$ cat src/design/isrp_consts.vh
/*
 * Register offsets, field positions and reset values of the status and
 * receive path block. Included by bare name by the status and receive module only, not by the pin synchroniser.
 */
`ifndef ISRP_CONSTS_VH
`define ISRP_CONSTS_VH

`define ISRP_ADDR_W 16
`define ISRP_DATA_W 8

`define ISRP_OFF_CTRL 16'hf078
`define ISRP_OFF_IRQ_EN 16'hf07b
`define ISRP_OFF_STATUS 16'hf07c
`define ISRP_OFF_TX_HOLD 16'hf07e
`define ISRP_OFF_RX_HOLD 16'hf07f

`define ISRP_BIT_MASTER 5
`define ISRP_BIT_TRS 4
`define ISRP_BIT_ACK_SEL 0

`define ISRP_BIT_TX_EMPTY 7
`define ISRP_BIT_TX_END 6
`define ISRP_BIT_RX_FULL 5
`define ISRP_BIT_STOP 3

`define ISRP_FLAG_STOP 0
`define ISRP_FLAG_RX_FULL 1
`define ISRP_FLAG_TX_END 2
`define ISRP_FLAG_TX_EMPTY 3

`define ISRP_RX_HOLD_RST 8'hff
`define ISRP_TX_HOLD_RST 8'hff
`define ISRP_CTRL_RST 8'h00
`define ISRP_IRQ_EN_RST 8'h00
`define ISRP_READ_ZERO 8'h00

`define ISRP_BITS_PER_BYTE 4'h8
`define ISRP_ACK_PULSE 4'h9

`endif

$ cat src/design/isrp_status_rx.v
/*
 * Status flags, acknowledge control and receive holding buffer of an I2C
 * bus interface, with a small bus observer that produces the frame events.
 * Assumes SCL is driven by the bus or by the clock generator elsewhere and
 * that start issue and arbitration loss arrive as one-cycle pulses on ref_clk.
 */
// Overview of operation
// The empty flag sets when a byte moves to the shift stage, on transmit select, or on start.
// The empty flag clears on a zero write after a read of one, or on a transmit buffer write.
// The end flag sets at the ninth SCL rising edge of each byte when the empty flag is one.
// The end flag clears on a zero write after a read of one, or on a transmit buffer write.
// The full flag sets when a received byte is copied into the receive holding buffer.
// The full flag clears on a receive buffer read, or on a zero write after a read of one.
// The stop flag sets on a stop after at least one full byte and clears only on a zero write after a read.
// While receiving, the acknowledge slot carries the value of the acknowledge select bit.
// An 8-bit receive holding buffer keeps each byte so the shift stage can take the next.
// The receive holding buffer ignores writes and resets to all ones.
// The master and transmit select bits choose among the four operating roles.
// Arbitration loss as master clears both select bits, giving slave receive.
// A written zero clears a flag only if software read that flag as one beforehand.
// A setting event in the same cycle as a clear wins, so no event is lost.
`timescale 1ns/100ps
`include "isrp_consts.vh"
module isrp_status_rx
(
	input wire ref_clk,
	input wire rst,
	input wire [`ISRP_ADDR_W-1:0] addr,
	input wire [`ISRP_DATA_W-1:0] wdata,
	input wire wr,
	input wire rd,
	output wire [`ISRP_DATA_W-1:0] rdata,
	input wire scl_in,
	input wire sda_in,
	output wire sda_out,
	output wire sda_oe_n,
	input wire start_issued,
	input wire arb_lost,
	output wire [1:0] role_select,
	output wire irq
);

	////////////////////////////////////////////////////////////////////////////
	// Pin synchronisation and bus condition detection.
	wire [1:0] pins_clean;
	reg scl_prev_q;
	reg sda_prev_q;
	wire scl_now;
	wire sda_now;
	wire scl_rise;
	wire scl_fall;
	wire bus_start;
	wire bus_stop;

	isrp_pin_sync #(.WIDTH(2), .RST_VAL(2'b11)) u_pin_sync
	(
		.ref_clk(ref_clk),
		.rst(rst),
		.pin_in({scl_in, sda_in}),
		.pin_clean(pins_clean)
	);

	assign scl_now = pins_clean[1];
	assign sda_now = pins_clean[0];
	assign scl_rise = scl_now & ~scl_prev_q;
	assign scl_fall = ~scl_now & scl_prev_q;
	assign bus_start = scl_now & scl_prev_q & sda_prev_q & ~sda_now;
	assign bus_stop = scl_now & scl_prev_q & ~sda_prev_q & sda_now;

	always @(posedge ref_clk or posedge rst)
	begin
		if (rst)
		begin
			scl_prev_q <= 1'b1;
			sda_prev_q <= 1'b1;
		end
		else
		begin
			scl_prev_q <= scl_now;
			sda_prev_q <= sda_now;
		end
	end

	////////////////////////////////////////////////////////////////////////////
	// Register access decode.
	wire wr_ctrl = wr & (addr == `ISRP_OFF_CTRL);
	wire wr_irq_en = wr & (addr == `ISRP_OFF_IRQ_EN);
	wire wr_status = wr & (addr == `ISRP_OFF_STATUS);
	wire wr_tx_hold = wr & (addr == `ISRP_OFF_TX_HOLD);
	wire rd_status = rd & (addr == `ISRP_OFF_STATUS);
	wire rd_rx_hold = rd & (addr == `ISRP_OFF_RX_HOLD);

	reg [`ISRP_DATA_W-1:0] ctrl_q;
	reg [`ISRP_DATA_W-1:0] irq_en_q;
	reg [`ISRP_DATA_W-1:0] tx_hold_q;
	reg [`ISRP_DATA_W-1:0] rx_hold_q;
	reg [`ISRP_DATA_W-1:0] rdata_q;
	reg [3:0] flag_q;
	reg [3:0] armed_q;
	reg [3:0] flag_set;
	reg [3:0] flag_hw_clr;
	wire [3:0] flag_wbit;
	wire [`ISRP_DATA_W-1:0] status_view;

	wire master_q = ctrl_q[`ISRP_BIT_MASTER];
	wire trs_q = ctrl_q[`ISRP_BIT_TRS];
	wire ack_sel = irq_en_q[`ISRP_BIT_ACK_SEL];

	// Role encoding is {master, transmit}: 00 slave rx, 01 slave tx, 10 master rx, 11 master tx.
	always @(posedge ref_clk or posedge rst)
	begin
		if (rst)
			ctrl_q <= `ISRP_CTRL_RST;
		else if (arb_lost & master_q)
		begin
			ctrl_q[`ISRP_BIT_MASTER] <= 1'b0;
			ctrl_q[`ISRP_BIT_TRS] <= 1'b0;
		end
		else if (wr_ctrl)
			ctrl_q <= wdata;
	end

	always @(posedge ref_clk or posedge rst)
	begin
		if (rst)
			irq_en_q <= `ISRP_IRQ_EN_RST;
		else if (wr_irq_en)
			irq_en_q <= wdata;
	end

	////////////////////////////////////////////////////////////////////////////
	// Frame tracking, shift stage and acknowledge drive.
	reg in_frame_q;
	reg byte_seen_q;
	reg [3:0] bit_cnt_q;
	reg [`ISRP_DATA_W-1:0] rx_shift_q;
	reg [`ISRP_DATA_W-1:0] tx_shift_q;
	reg rx_pend_q;
	reg sda_oe_n_q;
	reg sda_out_q;
	wire [`ISRP_DATA_W-1:0] rx_shift_next = {rx_shift_q[`ISRP_DATA_W-2:0], sda_now};
	wire [3:0] bit_cnt_inc = bit_cnt_q + 4'h1;
	wire byte_rx_done = in_frame_q & scl_rise & ~trs_q & (bit_cnt_inc == `ISRP_BITS_PER_BYTE);
	wire ninth_rise = in_frame_q & scl_rise & (bit_cnt_inc == `ISRP_ACK_PULSE);
	wire tx_load = in_frame_q & scl_fall & trs_q & ~flag_q[`ISRP_FLAG_TX_EMPTY]
		& ((bit_cnt_q == 4'h0) | (bit_cnt_q == `ISRP_ACK_PULSE));
	wire rx_to_hold = (byte_rx_done & (~flag_q[`ISRP_FLAG_RX_FULL] | rd_rx_hold))
		| (rx_pend_q & rd_rx_hold);
	wire [`ISRP_DATA_W-1:0] rx_src = rx_pend_q ? rx_shift_q : rx_shift_next;

	always @(posedge ref_clk or posedge rst)
	begin
		if (rst)
		begin
			in_frame_q <= 1'b0;
			byte_seen_q <= 1'b0;
			bit_cnt_q <= 4'h0;
		end
		else if (bus_start)
		begin
			in_frame_q <= 1'b1;
			bit_cnt_q <= 4'h0;
		end
		else if (bus_stop)
		begin
			in_frame_q <= 1'b0;
			byte_seen_q <= 1'b0;
			bit_cnt_q <= 4'h0;
		end
		else if (in_frame_q & scl_rise)
		begin
			bit_cnt_q <= bit_cnt_inc;
			if (bit_cnt_inc == `ISRP_ACK_PULSE)
				byte_seen_q <= 1'b1;
		end
		else if (in_frame_q & scl_fall & (bit_cnt_q == `ISRP_ACK_PULSE))
			bit_cnt_q <= 4'h0;
	end

	// The shift stage keeps a byte that found the holding buffer full until it is read.
	always @(posedge ref_clk or posedge rst)
	begin
		if (rst)
		begin
			rx_shift_q <= `ISRP_RX_HOLD_RST;
			rx_pend_q <= 1'b0;
		end
		else
		begin
			if (in_frame_q & scl_rise & ~trs_q & (bit_cnt_inc <= `ISRP_BITS_PER_BYTE) & ~rx_pend_q)
				rx_shift_q <= rx_shift_next;
			if (byte_rx_done & flag_q[`ISRP_FLAG_RX_FULL] & ~rd_rx_hold)
				rx_pend_q <= 1'b1;
			else if (rd_rx_hold)
				rx_pend_q <= 1'b0;
		end
	end

	// The holding buffer has no write path from the register port.
	always @(posedge ref_clk or posedge rst)
	begin
		if (rst)
			rx_hold_q <= `ISRP_RX_HOLD_RST;
		else if (rx_to_hold)
			rx_hold_q <= rx_src;
	end

	always @(posedge ref_clk or posedge rst)
	begin
		if (rst)
			tx_hold_q <= `ISRP_TX_HOLD_RST;
		else if (wr_tx_hold)
			tx_hold_q <= wdata;
	end

	always @(posedge ref_clk or posedge rst)
	begin
		if (rst)
			tx_shift_q <= `ISRP_TX_HOLD_RST;
		else if (tx_load)
			tx_shift_q <= tx_hold_q;
		else if (in_frame_q & scl_fall & trs_q & (bit_cnt_q != 4'h0)
			& (bit_cnt_q < `ISRP_BITS_PER_BYTE))
			tx_shift_q <= {tx_shift_q[`ISRP_DATA_W-2:0], 1'b1};
	end

	// The pin is open drain: it is pulled low with the enable low, otherwise released.
	always @(posedge ref_clk or posedge rst)
	begin
		if (rst)
		begin
			sda_oe_n_q <= 1'b1;
			sda_out_q <= 1'b0;
		end
		else
		begin
			sda_out_q <= 1'b0;
			if (~in_frame_q | bus_stop | bus_start)
				sda_oe_n_q <= 1'b1;
			else if (scl_fall)
			begin
				if (bit_cnt_q == `ISRP_BITS_PER_BYTE)
					sda_oe_n_q <= trs_q | ack_sel;
				else if (trs_q & tx_load)
					sda_oe_n_q <= tx_hold_q[`ISRP_DATA_W-1];
				else if (trs_q & (bit_cnt_q != 4'h0) & (bit_cnt_q < `ISRP_BITS_PER_BYTE))
					sda_oe_n_q <= tx_shift_q[`ISRP_DATA_W-2];
				else
					sda_oe_n_q <= 1'b1;
			end
		end
	end

	////////////////////////////////////////////////////////////////////////////
	// Status flags with read-then-write-zero clearing.
	reg trs_rise;
	always @*
	begin
		trs_rise = wr_ctrl & wdata[`ISRP_BIT_TRS] & ~trs_q;
		flag_set = 4'h0;
		flag_hw_clr = 4'h0;
		flag_set[`ISRP_FLAG_TX_EMPTY] = tx_load | trs_rise | start_issued;
		flag_set[`ISRP_FLAG_TX_END] = ninth_rise & flag_q[`ISRP_FLAG_TX_EMPTY];
		flag_set[`ISRP_FLAG_RX_FULL] = rx_to_hold;
		flag_set[`ISRP_FLAG_STOP] = bus_stop & byte_seen_q;
		flag_hw_clr[`ISRP_FLAG_TX_EMPTY] = wr_tx_hold;
		flag_hw_clr[`ISRP_FLAG_TX_END] = wr_tx_hold;
		flag_hw_clr[`ISRP_FLAG_RX_FULL] = rd_rx_hold;
	end

	assign flag_wbit = {wdata[`ISRP_BIT_TX_EMPTY], wdata[`ISRP_BIT_TX_END],
		wdata[`ISRP_BIT_RX_FULL], wdata[`ISRP_BIT_STOP]};

	genvar f;
	generate
		for (f = 0; f < 4; f = f + 1)
		begin : g_flag
			wire sw_clr = wr_status & ~flag_wbit[f] & armed_q[f];

			always @(posedge ref_clk or posedge rst)
			begin
				if (rst)
				begin
					flag_q[f] <= 1'b0;
					armed_q[f] <= 1'b0;
				end
				else
				begin
					flag_q[f] <= flag_set[f] | (flag_q[f] & ~(sw_clr | flag_hw_clr[f]));
					if (rd_status & flag_q[f])
						armed_q[f] <= 1'b1;
					else if (wr_status | ~flag_q[f])
						armed_q[f] <= 1'b0;
				end
			end
		end
	endgenerate

	assign status_view = {flag_q[`ISRP_FLAG_TX_EMPTY], flag_q[`ISRP_FLAG_TX_END],
		flag_q[`ISRP_FLAG_RX_FULL], 1'b0, flag_q[`ISRP_FLAG_STOP], 3'b000};

	////////////////////////////////////////////////////////////////////////////
	// Read data and interrupt output.
	reg [`ISRP_DATA_W-1:0] rd_mux;
	reg irq_q;

	always @*
	begin
		case (addr)
			`ISRP_OFF_CTRL: rd_mux = ctrl_q;
			`ISRP_OFF_IRQ_EN: rd_mux = irq_en_q;
			`ISRP_OFF_STATUS: rd_mux = status_view;
			`ISRP_OFF_TX_HOLD: rd_mux = tx_hold_q;
			`ISRP_OFF_RX_HOLD: rd_mux = rx_hold_q;
			default: rd_mux = `ISRP_READ_ZERO;
		endcase
	end

	always @(posedge ref_clk or posedge rst)
	begin
		if (rst)
		begin
			rdata_q <= `ISRP_READ_ZERO;
			irq_q <= 1'b0;
		end
		else
		begin
			rdata_q <= rd ? rd_mux : `ISRP_READ_ZERO;
			irq_q <= |(status_view & irq_en_q & 8'hf8);
		end
	end

	assign rdata = rdata_q;
	assign irq = irq_q;
	assign sda_out = sda_out_q;
	assign sda_oe_n = sda_oe_n_q;
	assign role_select = {ctrl_q[`ISRP_BIT_MASTER], ctrl_q[`ISRP_BIT_TRS]};

endmodule

$ cat src/design/isrp_pin_sync.v
/*
 * Three-stage synchroniser with an agreement filter for bus pin inputs.
 * Assumes the inputs are asynchronous to ref_clk.
 */
`timescale 1ns/100ps
module isrp_pin_sync
#(
	parameter WIDTH = 2,
	parameter [WIDTH-1:0] RST_VAL = {WIDTH{1'b1}}
)
(
	input wire ref_clk,
	input wire rst,
	input wire [WIDTH-1:0] pin_in,
	output wire [WIDTH-1:0] pin_clean
);

	reg [WIDTH-1:0] st1_q;
	reg [WIDTH-1:0] st2_q;
	reg [WIDTH-1:0] st3_q;
	reg [WIDTH-1:0] clean_q;

	genvar i;
	generate
		for (i = 0; i < WIDTH; i = i + 1)
		begin : g_bit
			// A new level is taken only when the second and third stages agree.
			always @(posedge ref_clk or posedge rst)
			begin
				if (rst)
				begin
					st1_q[i] <= RST_VAL[i];
					st2_q[i] <= RST_VAL[i];
					st3_q[i] <= RST_VAL[i];
					clean_q[i] <= RST_VAL[i];
				end
				else
				begin
					st1_q[i] <= pin_in[i];
					st2_q[i] <= st1_q[i];
					st3_q[i] <= st2_q[i];
					if (st2_q[i] == st3_q[i])
						clean_q[i] <= st3_q[i];
				end
			end
		end
	endgenerate

	assign pin_clean = clean_q;

endmodule

$ cat config.mk
export PLATFORM = sky130hd
export DESIGN_NAME = isrp_status_rx
export DESIGN_NICKNAME = d
export VERILOG_FILES = /design/src/design/isrp_status_rx.v /design/src/design/isrp_pin_sync.v
export VERILOG_INCLUDE_DIRS = /design/src /design/src/design
export SDC_FILE = /design/constraint.sdc
export NUM_CORES = 1
export LEC_CHECK = 0
export BUFFER_PORTS_ARGS = -buffer_cell sky130_fd_sc_hd__buf_2
export CORE_ASPECT_RATIO = 1.2
export CORE_UTILIZATION = 40
export CTS_BUF_LIST = sky130_fd_sc_hd__clkbuf_16
export DETAILED_ROUTE_END_ITERATION = 7
export SLEW_MARGIN = 20
export SYNTH_ARGS = -nofsm -noshare
export SYNTH_HDL_FRONTEND = slang
export SYNTH_HIERARCHICAL = 1
export SYNTH_SLANG_ARGS = --single-unit
$ cat constraint.sdc
create_clock -name ref_clk -period 5.3 [get_ports ref_clk]
set_input_delay 0.795 -clock ref_clk [delete_from_list [all_inputs] [get_ports ref_clk]]
set_output_delay 0.795 -clock ref_clk [all_outputs]
set_load 0.01 [all_outputs]
======== After elaboration in Yosys (flattened, before gate mapping) ========
Index checks and enable logic that the tools add are counted.
word-level totals
  register bits after elaboration ......... 82
  input port bits ......................... 32
  word-level logic and storage cells ...... 190
operators by class
  add/sub/neg operators ................... 1
  order comparisons ....................... 2
  equality and inequality tests ........... 11
  mux-type cells .......................... 31
  bitwise operators ....................... 96
  reduce and logical (&&, ||, !) cells .... 17
operators with widths
  kind                    count
  $eq A16 B16 Y1 const B  5
  $and A1 B1 Y1           54
  $pmux W8 S5             1
  $not A1 Y1              22
  $reduce_bool A2 Y1      11
  $mux W1                 20
  $or A1 B1 Y1            19
  $eq A4 B4 Y1 const B    4
  $mux W4                 4
  $mux W8                 2
  $mux W7                 2
  $and A8 B8 Y8           1
  $reduce_bool A4 Y1      2
  $mux W6                 1
  $reduce_or A5 Y1        1
  $add A4 B1 Y4 const B   1
  $le A4 B4 Y1 const B    1
  $logic_not A4 Y1        1
  $lt A4 B4 Y1 const B    1
  $reduce_and A3 Y1       1
  $eq A1 B1 Y1            2
  $mux W2                 1
  $reduce_and A2 Y1       1

======== Longest topological paths before layout ========
  depth after elaboration ................. 11
  mapped depth ............................ 8
  mapped depth without buffers ............ 7

======== Cells and area by module ========
The synthesis kept the hierarchy.
by module, submodules not included
  module          times used  cells an instance  area an instance (um^2)
  isrp_status_rx  1           325                3697.3
  isrp_pin_sync   1           11                 236.5

======== Worst setup path before layout ========
No wires, ideal clock.
  path kind ............................... input port to flip-flop
  start ................................... in addr[9]
  end ..................................... reg flag_q[3]
  setup time .............................. 0.141 ns
  data arrival time ....................... 2.330 ns
  setup slack ............................. 2.829 ns
  stages on the path ...................... 7
  path through ............................ or4_4 -> nor4_4 -> and3_1 -> buf_4 -> nand2_2 -> o311ai_2 -> o311ai_1
on the way
  cells in the longest elaborated chain, start to end .. 8
  elaborated cells on any way between the ends .. 16
  those cells by class .................... eq/ne (3); bitwise (13)
RTL lines
  what                           line                  text
  start, declared                isrp_status_rx.v:28   input wire [`ISRP_ADDR_W-1:0] addr,
  $eq A16 B16 Y1                 n/a
  $and A1 B1 Y1                  isrp_status_rx.v:88   wire wr_status = wr & (addr == `ISRP_OFF_STATUS);
  $and A1 B1 Y1 (2 in a row)     isrp_status_rx.v:278  wire sw_clr = wr_status & ~flag_wbit[f] & armed_q[f];
  $or A1 B1 Y1                   isrp_status_rx.v:289  flag_q[f] <= flag_set[f] | (flag_q[f] & ~(sw_clr | flag_hw_clr[f]));
  $not A1 Y1                     isrp_status_rx.v:289
  $and A1 B1 Y1                  isrp_status_rx.v:289
  $or A1 B1 Y1 (*)               isrp_status_rx.v:289
  end signal, assigned by index  isrp_status_rx.v:289
  end, declared                  isrp_status_rx.v:98   reg [3:0] flag_q;
Every way passes the cells marked *; elsewhere a longest branch is shown, timed or not.
A chain may end at the register's enable or synchronous reset.

======== Worst setup path in the final report ========
  start ................................... reg bit_cnt_q[0]
  end ..................................... reg rx_hold_q[3]
on the way
  cells in the longest elaborated chain, start to end .. 5
RTL lines
  what                    line                  text
  start, declared         isrp_status_rx.v:135  reg [3:0] bit_cnt_q;
  start signal, assigned  isrp_status_rx.v:172  bit_cnt_q <= bit_cnt_inc;
  $add A4 B1 Y4           isrp_status_rx.v:142  wire [3:0] bit_cnt_inc = bit_cnt_q + 4'h1;
  $eq A4 B4 Y1 (no line)  n/a
  $and A1 B1 Y1           isrp_status_rx.v:143  wire byte_rx_done = in_frame_q & scl_rise & ~trs_q & (bit_cnt_inc == `ISRP_BITS_PER_BYTE);
  $and A1 B1 Y1           isrp_status_rx.v:147  wire rx_to_hold = (byte_rx_done & (~flag_q[`ISRP_FLAG_RX_FULL] | rd_rx_hold))
  $or A1 B1 Y1            isrp_status_rx.v:147
  end signal, assigned    isrp_status_rx.v:203  rx_hold_q <= `ISRP_RX_HOLD_RST;
  end signal, assigned    isrp_status_rx.v:205  rx_hold_q <= rx_src;
  end, declared           isrp_status_rx.v:96   reg [`ISRP_DATA_W-1:0] rx_hold_q;
No other way between the ends.

==> results.yml <==
synthesis:
  yosys_warnings: 6
  yosysMostFrequentCell: "dfstp_2"
  synth_cell_types: 59
  synth_area_mm2: 0.003934
  synth_edf_count: 0
  synth_area_leaders: "dfstp_2 28%, dfrtp_1 25%, mux2_2 9.7%"
  synth_seq_cells: 82
  yosys_most_used_dff: "dfstp_2"
  yosysTopAreaCell: "dfstp_2"
  seq_area_frac_synth: 0.5350
  synth.top_cells.by_count: "42 x dfstp_2, 40 x dfrtp_1, 38 x nand2_1"
  synth_nets: 372
  synth_top_area_frac: 0.2805
  synthCells: 336
  syn_avg_cell_area_um2: 11.71
  synth-async-reset-ratio: 1.000
sta:
  fmax_ghz: 0.3961
  hold_viol: 0
  min_period_over_period: 0.4763
  hold_ws_ns: 0.3566
  setup_viol: 0
  rsz0062_at_grt: "no"
  fin_skew_ns: 0.007524
  fin_setup_tns_ns: 0
  worst_pin_slew_ns: 0.7046
  fin_crit_ns: 2.524
  report.final.slew_viol_count: 0
  slew-limit-headroom: 0.5302
clock_tree:
  ctsHtreeMaxLevel: 3
  cts_made_buffers: 9
  cts-root-buf: "clkbuf_16"
  clk_latency_ns: 0.34
  post_cts_resized: 0
  cts_sinks: 82
  ctsHoldBuffers: 0
  path_clk_slew_ns: 0.06
  clockBufferDepth: 2
  tritoncts: "done"
  postCtsSetupRepairBufs: 0
place:
  hpwl_mm: 6.404
  placedCellCount: 489
  portBuffers: 43
  place.gp.congestion: 0.8037
final_layout:
  nets: 413
  finalNonFillerCells: 505
  seq_area_mm2: 0.002105
  drive_gt1_frac: 0.4058
  syn_to_final_growth_pct: 15.20
  multi_input_area_mm2: 0.001703
  fillerInstances: 890
  diodes: 0
global_route:
  antenna_found_initial: 0
  grt_overflow_total: 0
  grt_pass1_vias: 2957
  grt_max_degree: 59
  track_usage: 0.1882
  grt_pass1_wl_mm: 14.75
run_status:
  outcome: "completed"
floorplanning:
  coreArea_mm2: 0.009515
  die_h_um: 110.6
  start_util: 0.4134
  dieArea_mm2: 0.01024
  die_x_um: 92.53
  pin_count: 45
  rows: 39
pwr:
  leakage_nw: 1.993
  peakVddDrop_uv: 145.4
  power_density_mw_per_mm2: 313.2
detailed_routing:
  first_pass_iters: 5
  ant_nets: 0
  post_drt_wl_per_cell_um: 17.44
  via_per_inst: 5.707
  num_vias: 2882
  drc: 0
  wirelength_mm: 8.806
  dr.first_iter.drc_count: 175
critical_path:
  cp_max_fo: 8
  crit_path_start_kind: "flop"
  required_ns: 5.56
  critPathKind: "flop to flop"
  crit_arrival_ns: 2.78
  cp-end-kind: "flop"
hold_path:
  hold_class: "flop to flop"
flow_run:
  cap_viol_max_count: 0
-- per-layer routing --
metal / vias to the layer above / routed length, um / track usage
met5: - / 0 / 0
li1: 1326 / - / -
met3: 17 / 344 / 0.03030
met1: 1465 / 3865 / 0.2371
met2: 74 / 4352 / 0.3106
met4: 0 / 244 / 0.09271
-- cells by family after synthesis --
kind of cell	share of synthesized area
AND/OR/NAND/NOR	0.1495
flip-flops	0.5350
AO/OA/AOI/OAI	0.1517
multiplexers	0.1078
buffers and inverters	0.03212
adder cells (fa/ha/maj)	0.01845
XOR/XNOR	0.004454
other	0.0009533
-- through the flow --
stage | instance area [um2] | total power [mW] | worst slack (ns) | util
after floorplan | 3934 | 0.7690 | 2.680 | -
after global placement | 4240 | 0.8080 | 2.515 | 0.4456
after detailed placement | 4240 | 0.8137 | 2.477 | 0.4456
after CTS | 4532 | 1.435 | 2.806 | 0.4763
after global routing | 4532 | 1.481 | 2.514 | 0.4763
final | 4532 | 1.419 | 2.776 | 0.4763
-- layout by cell type, fill, tap and decap left out, types with 7 or more instances in the layout --
master,synthesis,layout
a21boi_0,10,10
a21oi_1,11,11
a221o_1,7,7
a222oi_1,8,8
a22oi_1,8,8
buf_2,5,43
clkbuf_16,0,9
dfrtp_1,40,40
dfstp_2,42,42
inv_1,11,10
mux2_2,34,34
nand2_1,38,38
nor2_1,16,16
o21ai_0,15,15
-- registers in the layout (all words and copies together) (netlist names), 2 cells and up --
register / count
armed_q: 4
bit_cnt_q: 4
ctrl_q: 8
flag_q: 4
irq_en_q: 8
rdata: 8
rx_hold_q: 8
rx_shift_q: 8
tx_hold_q: 8
tx_shift_q: 7
u_pin_sync/pin_clean: 2
u_pin_sync/st1_q: 2
u_pin_sync/st2_q: 2
u_pin_sync/st3_q: 2
-- area by class of cell --
cell class / instances / area share
clock buffer: 9 / 0.04970
clock inverter: 7 / 0.01463
multi-input combinational: 227 / 0.3758
inverter: 11 / 0.009111
sequential: 82 / 0.4644
timing repair buffer: 46 / 0.05246
tap: 123 / 0.03396
-- report_power, final --
group	total [mW]	leakage (nW)	switching [mW]	internal, mW
sequential	0.680	0.971	0.0297	0.650
clock	0.616	0.144	0.253	0.363
combinational	0.124	0.878	0.0763	0.0475
-- final timing paths --
path,slack (ns),cells past startpoint,start,to
worst max-delay path,2.78,7,bit_cnt_q[0]$_DFFE_PP0P_,rx_hold_q[3]$_DFFE_PP1P_
worst min-delay path,0.36,0,u_pin_sync/st1_q[0]$_DFF_PP1_,u_pin_sync/st2_q[0]$_DFF_PP1_
worst max register to register,2.78,7,bit_cnt_q[0]$_DFFE_PP0P_,rx_hold_q[3]$_DFFE_PP1P_
worst min register to register,0.36,0,u_pin_sync/st1_q[0]$_DFF_PP1_,u_pin_sync/st2_q[0]$_DFF_PP1_
max in group asynchronous,3.82,3,rst,rdata[4]$_DFF_PP0_
min in group asynchronous,0.44,2,rst,rx_pend_q$_DFFE_PP0P_
-- worst max-delay path: stages (launching register included) --
cell	delay (ns)
dfrtp_1	0.46
ha_1	0.27
or2_2	0.28
o21ai_1	0.15
a21oi_2	0.14
o31ai_1	0.63
a21boi_0	0.21
a221o_1	0.30
Note: power is estimated with default switching activity, not from simulation.
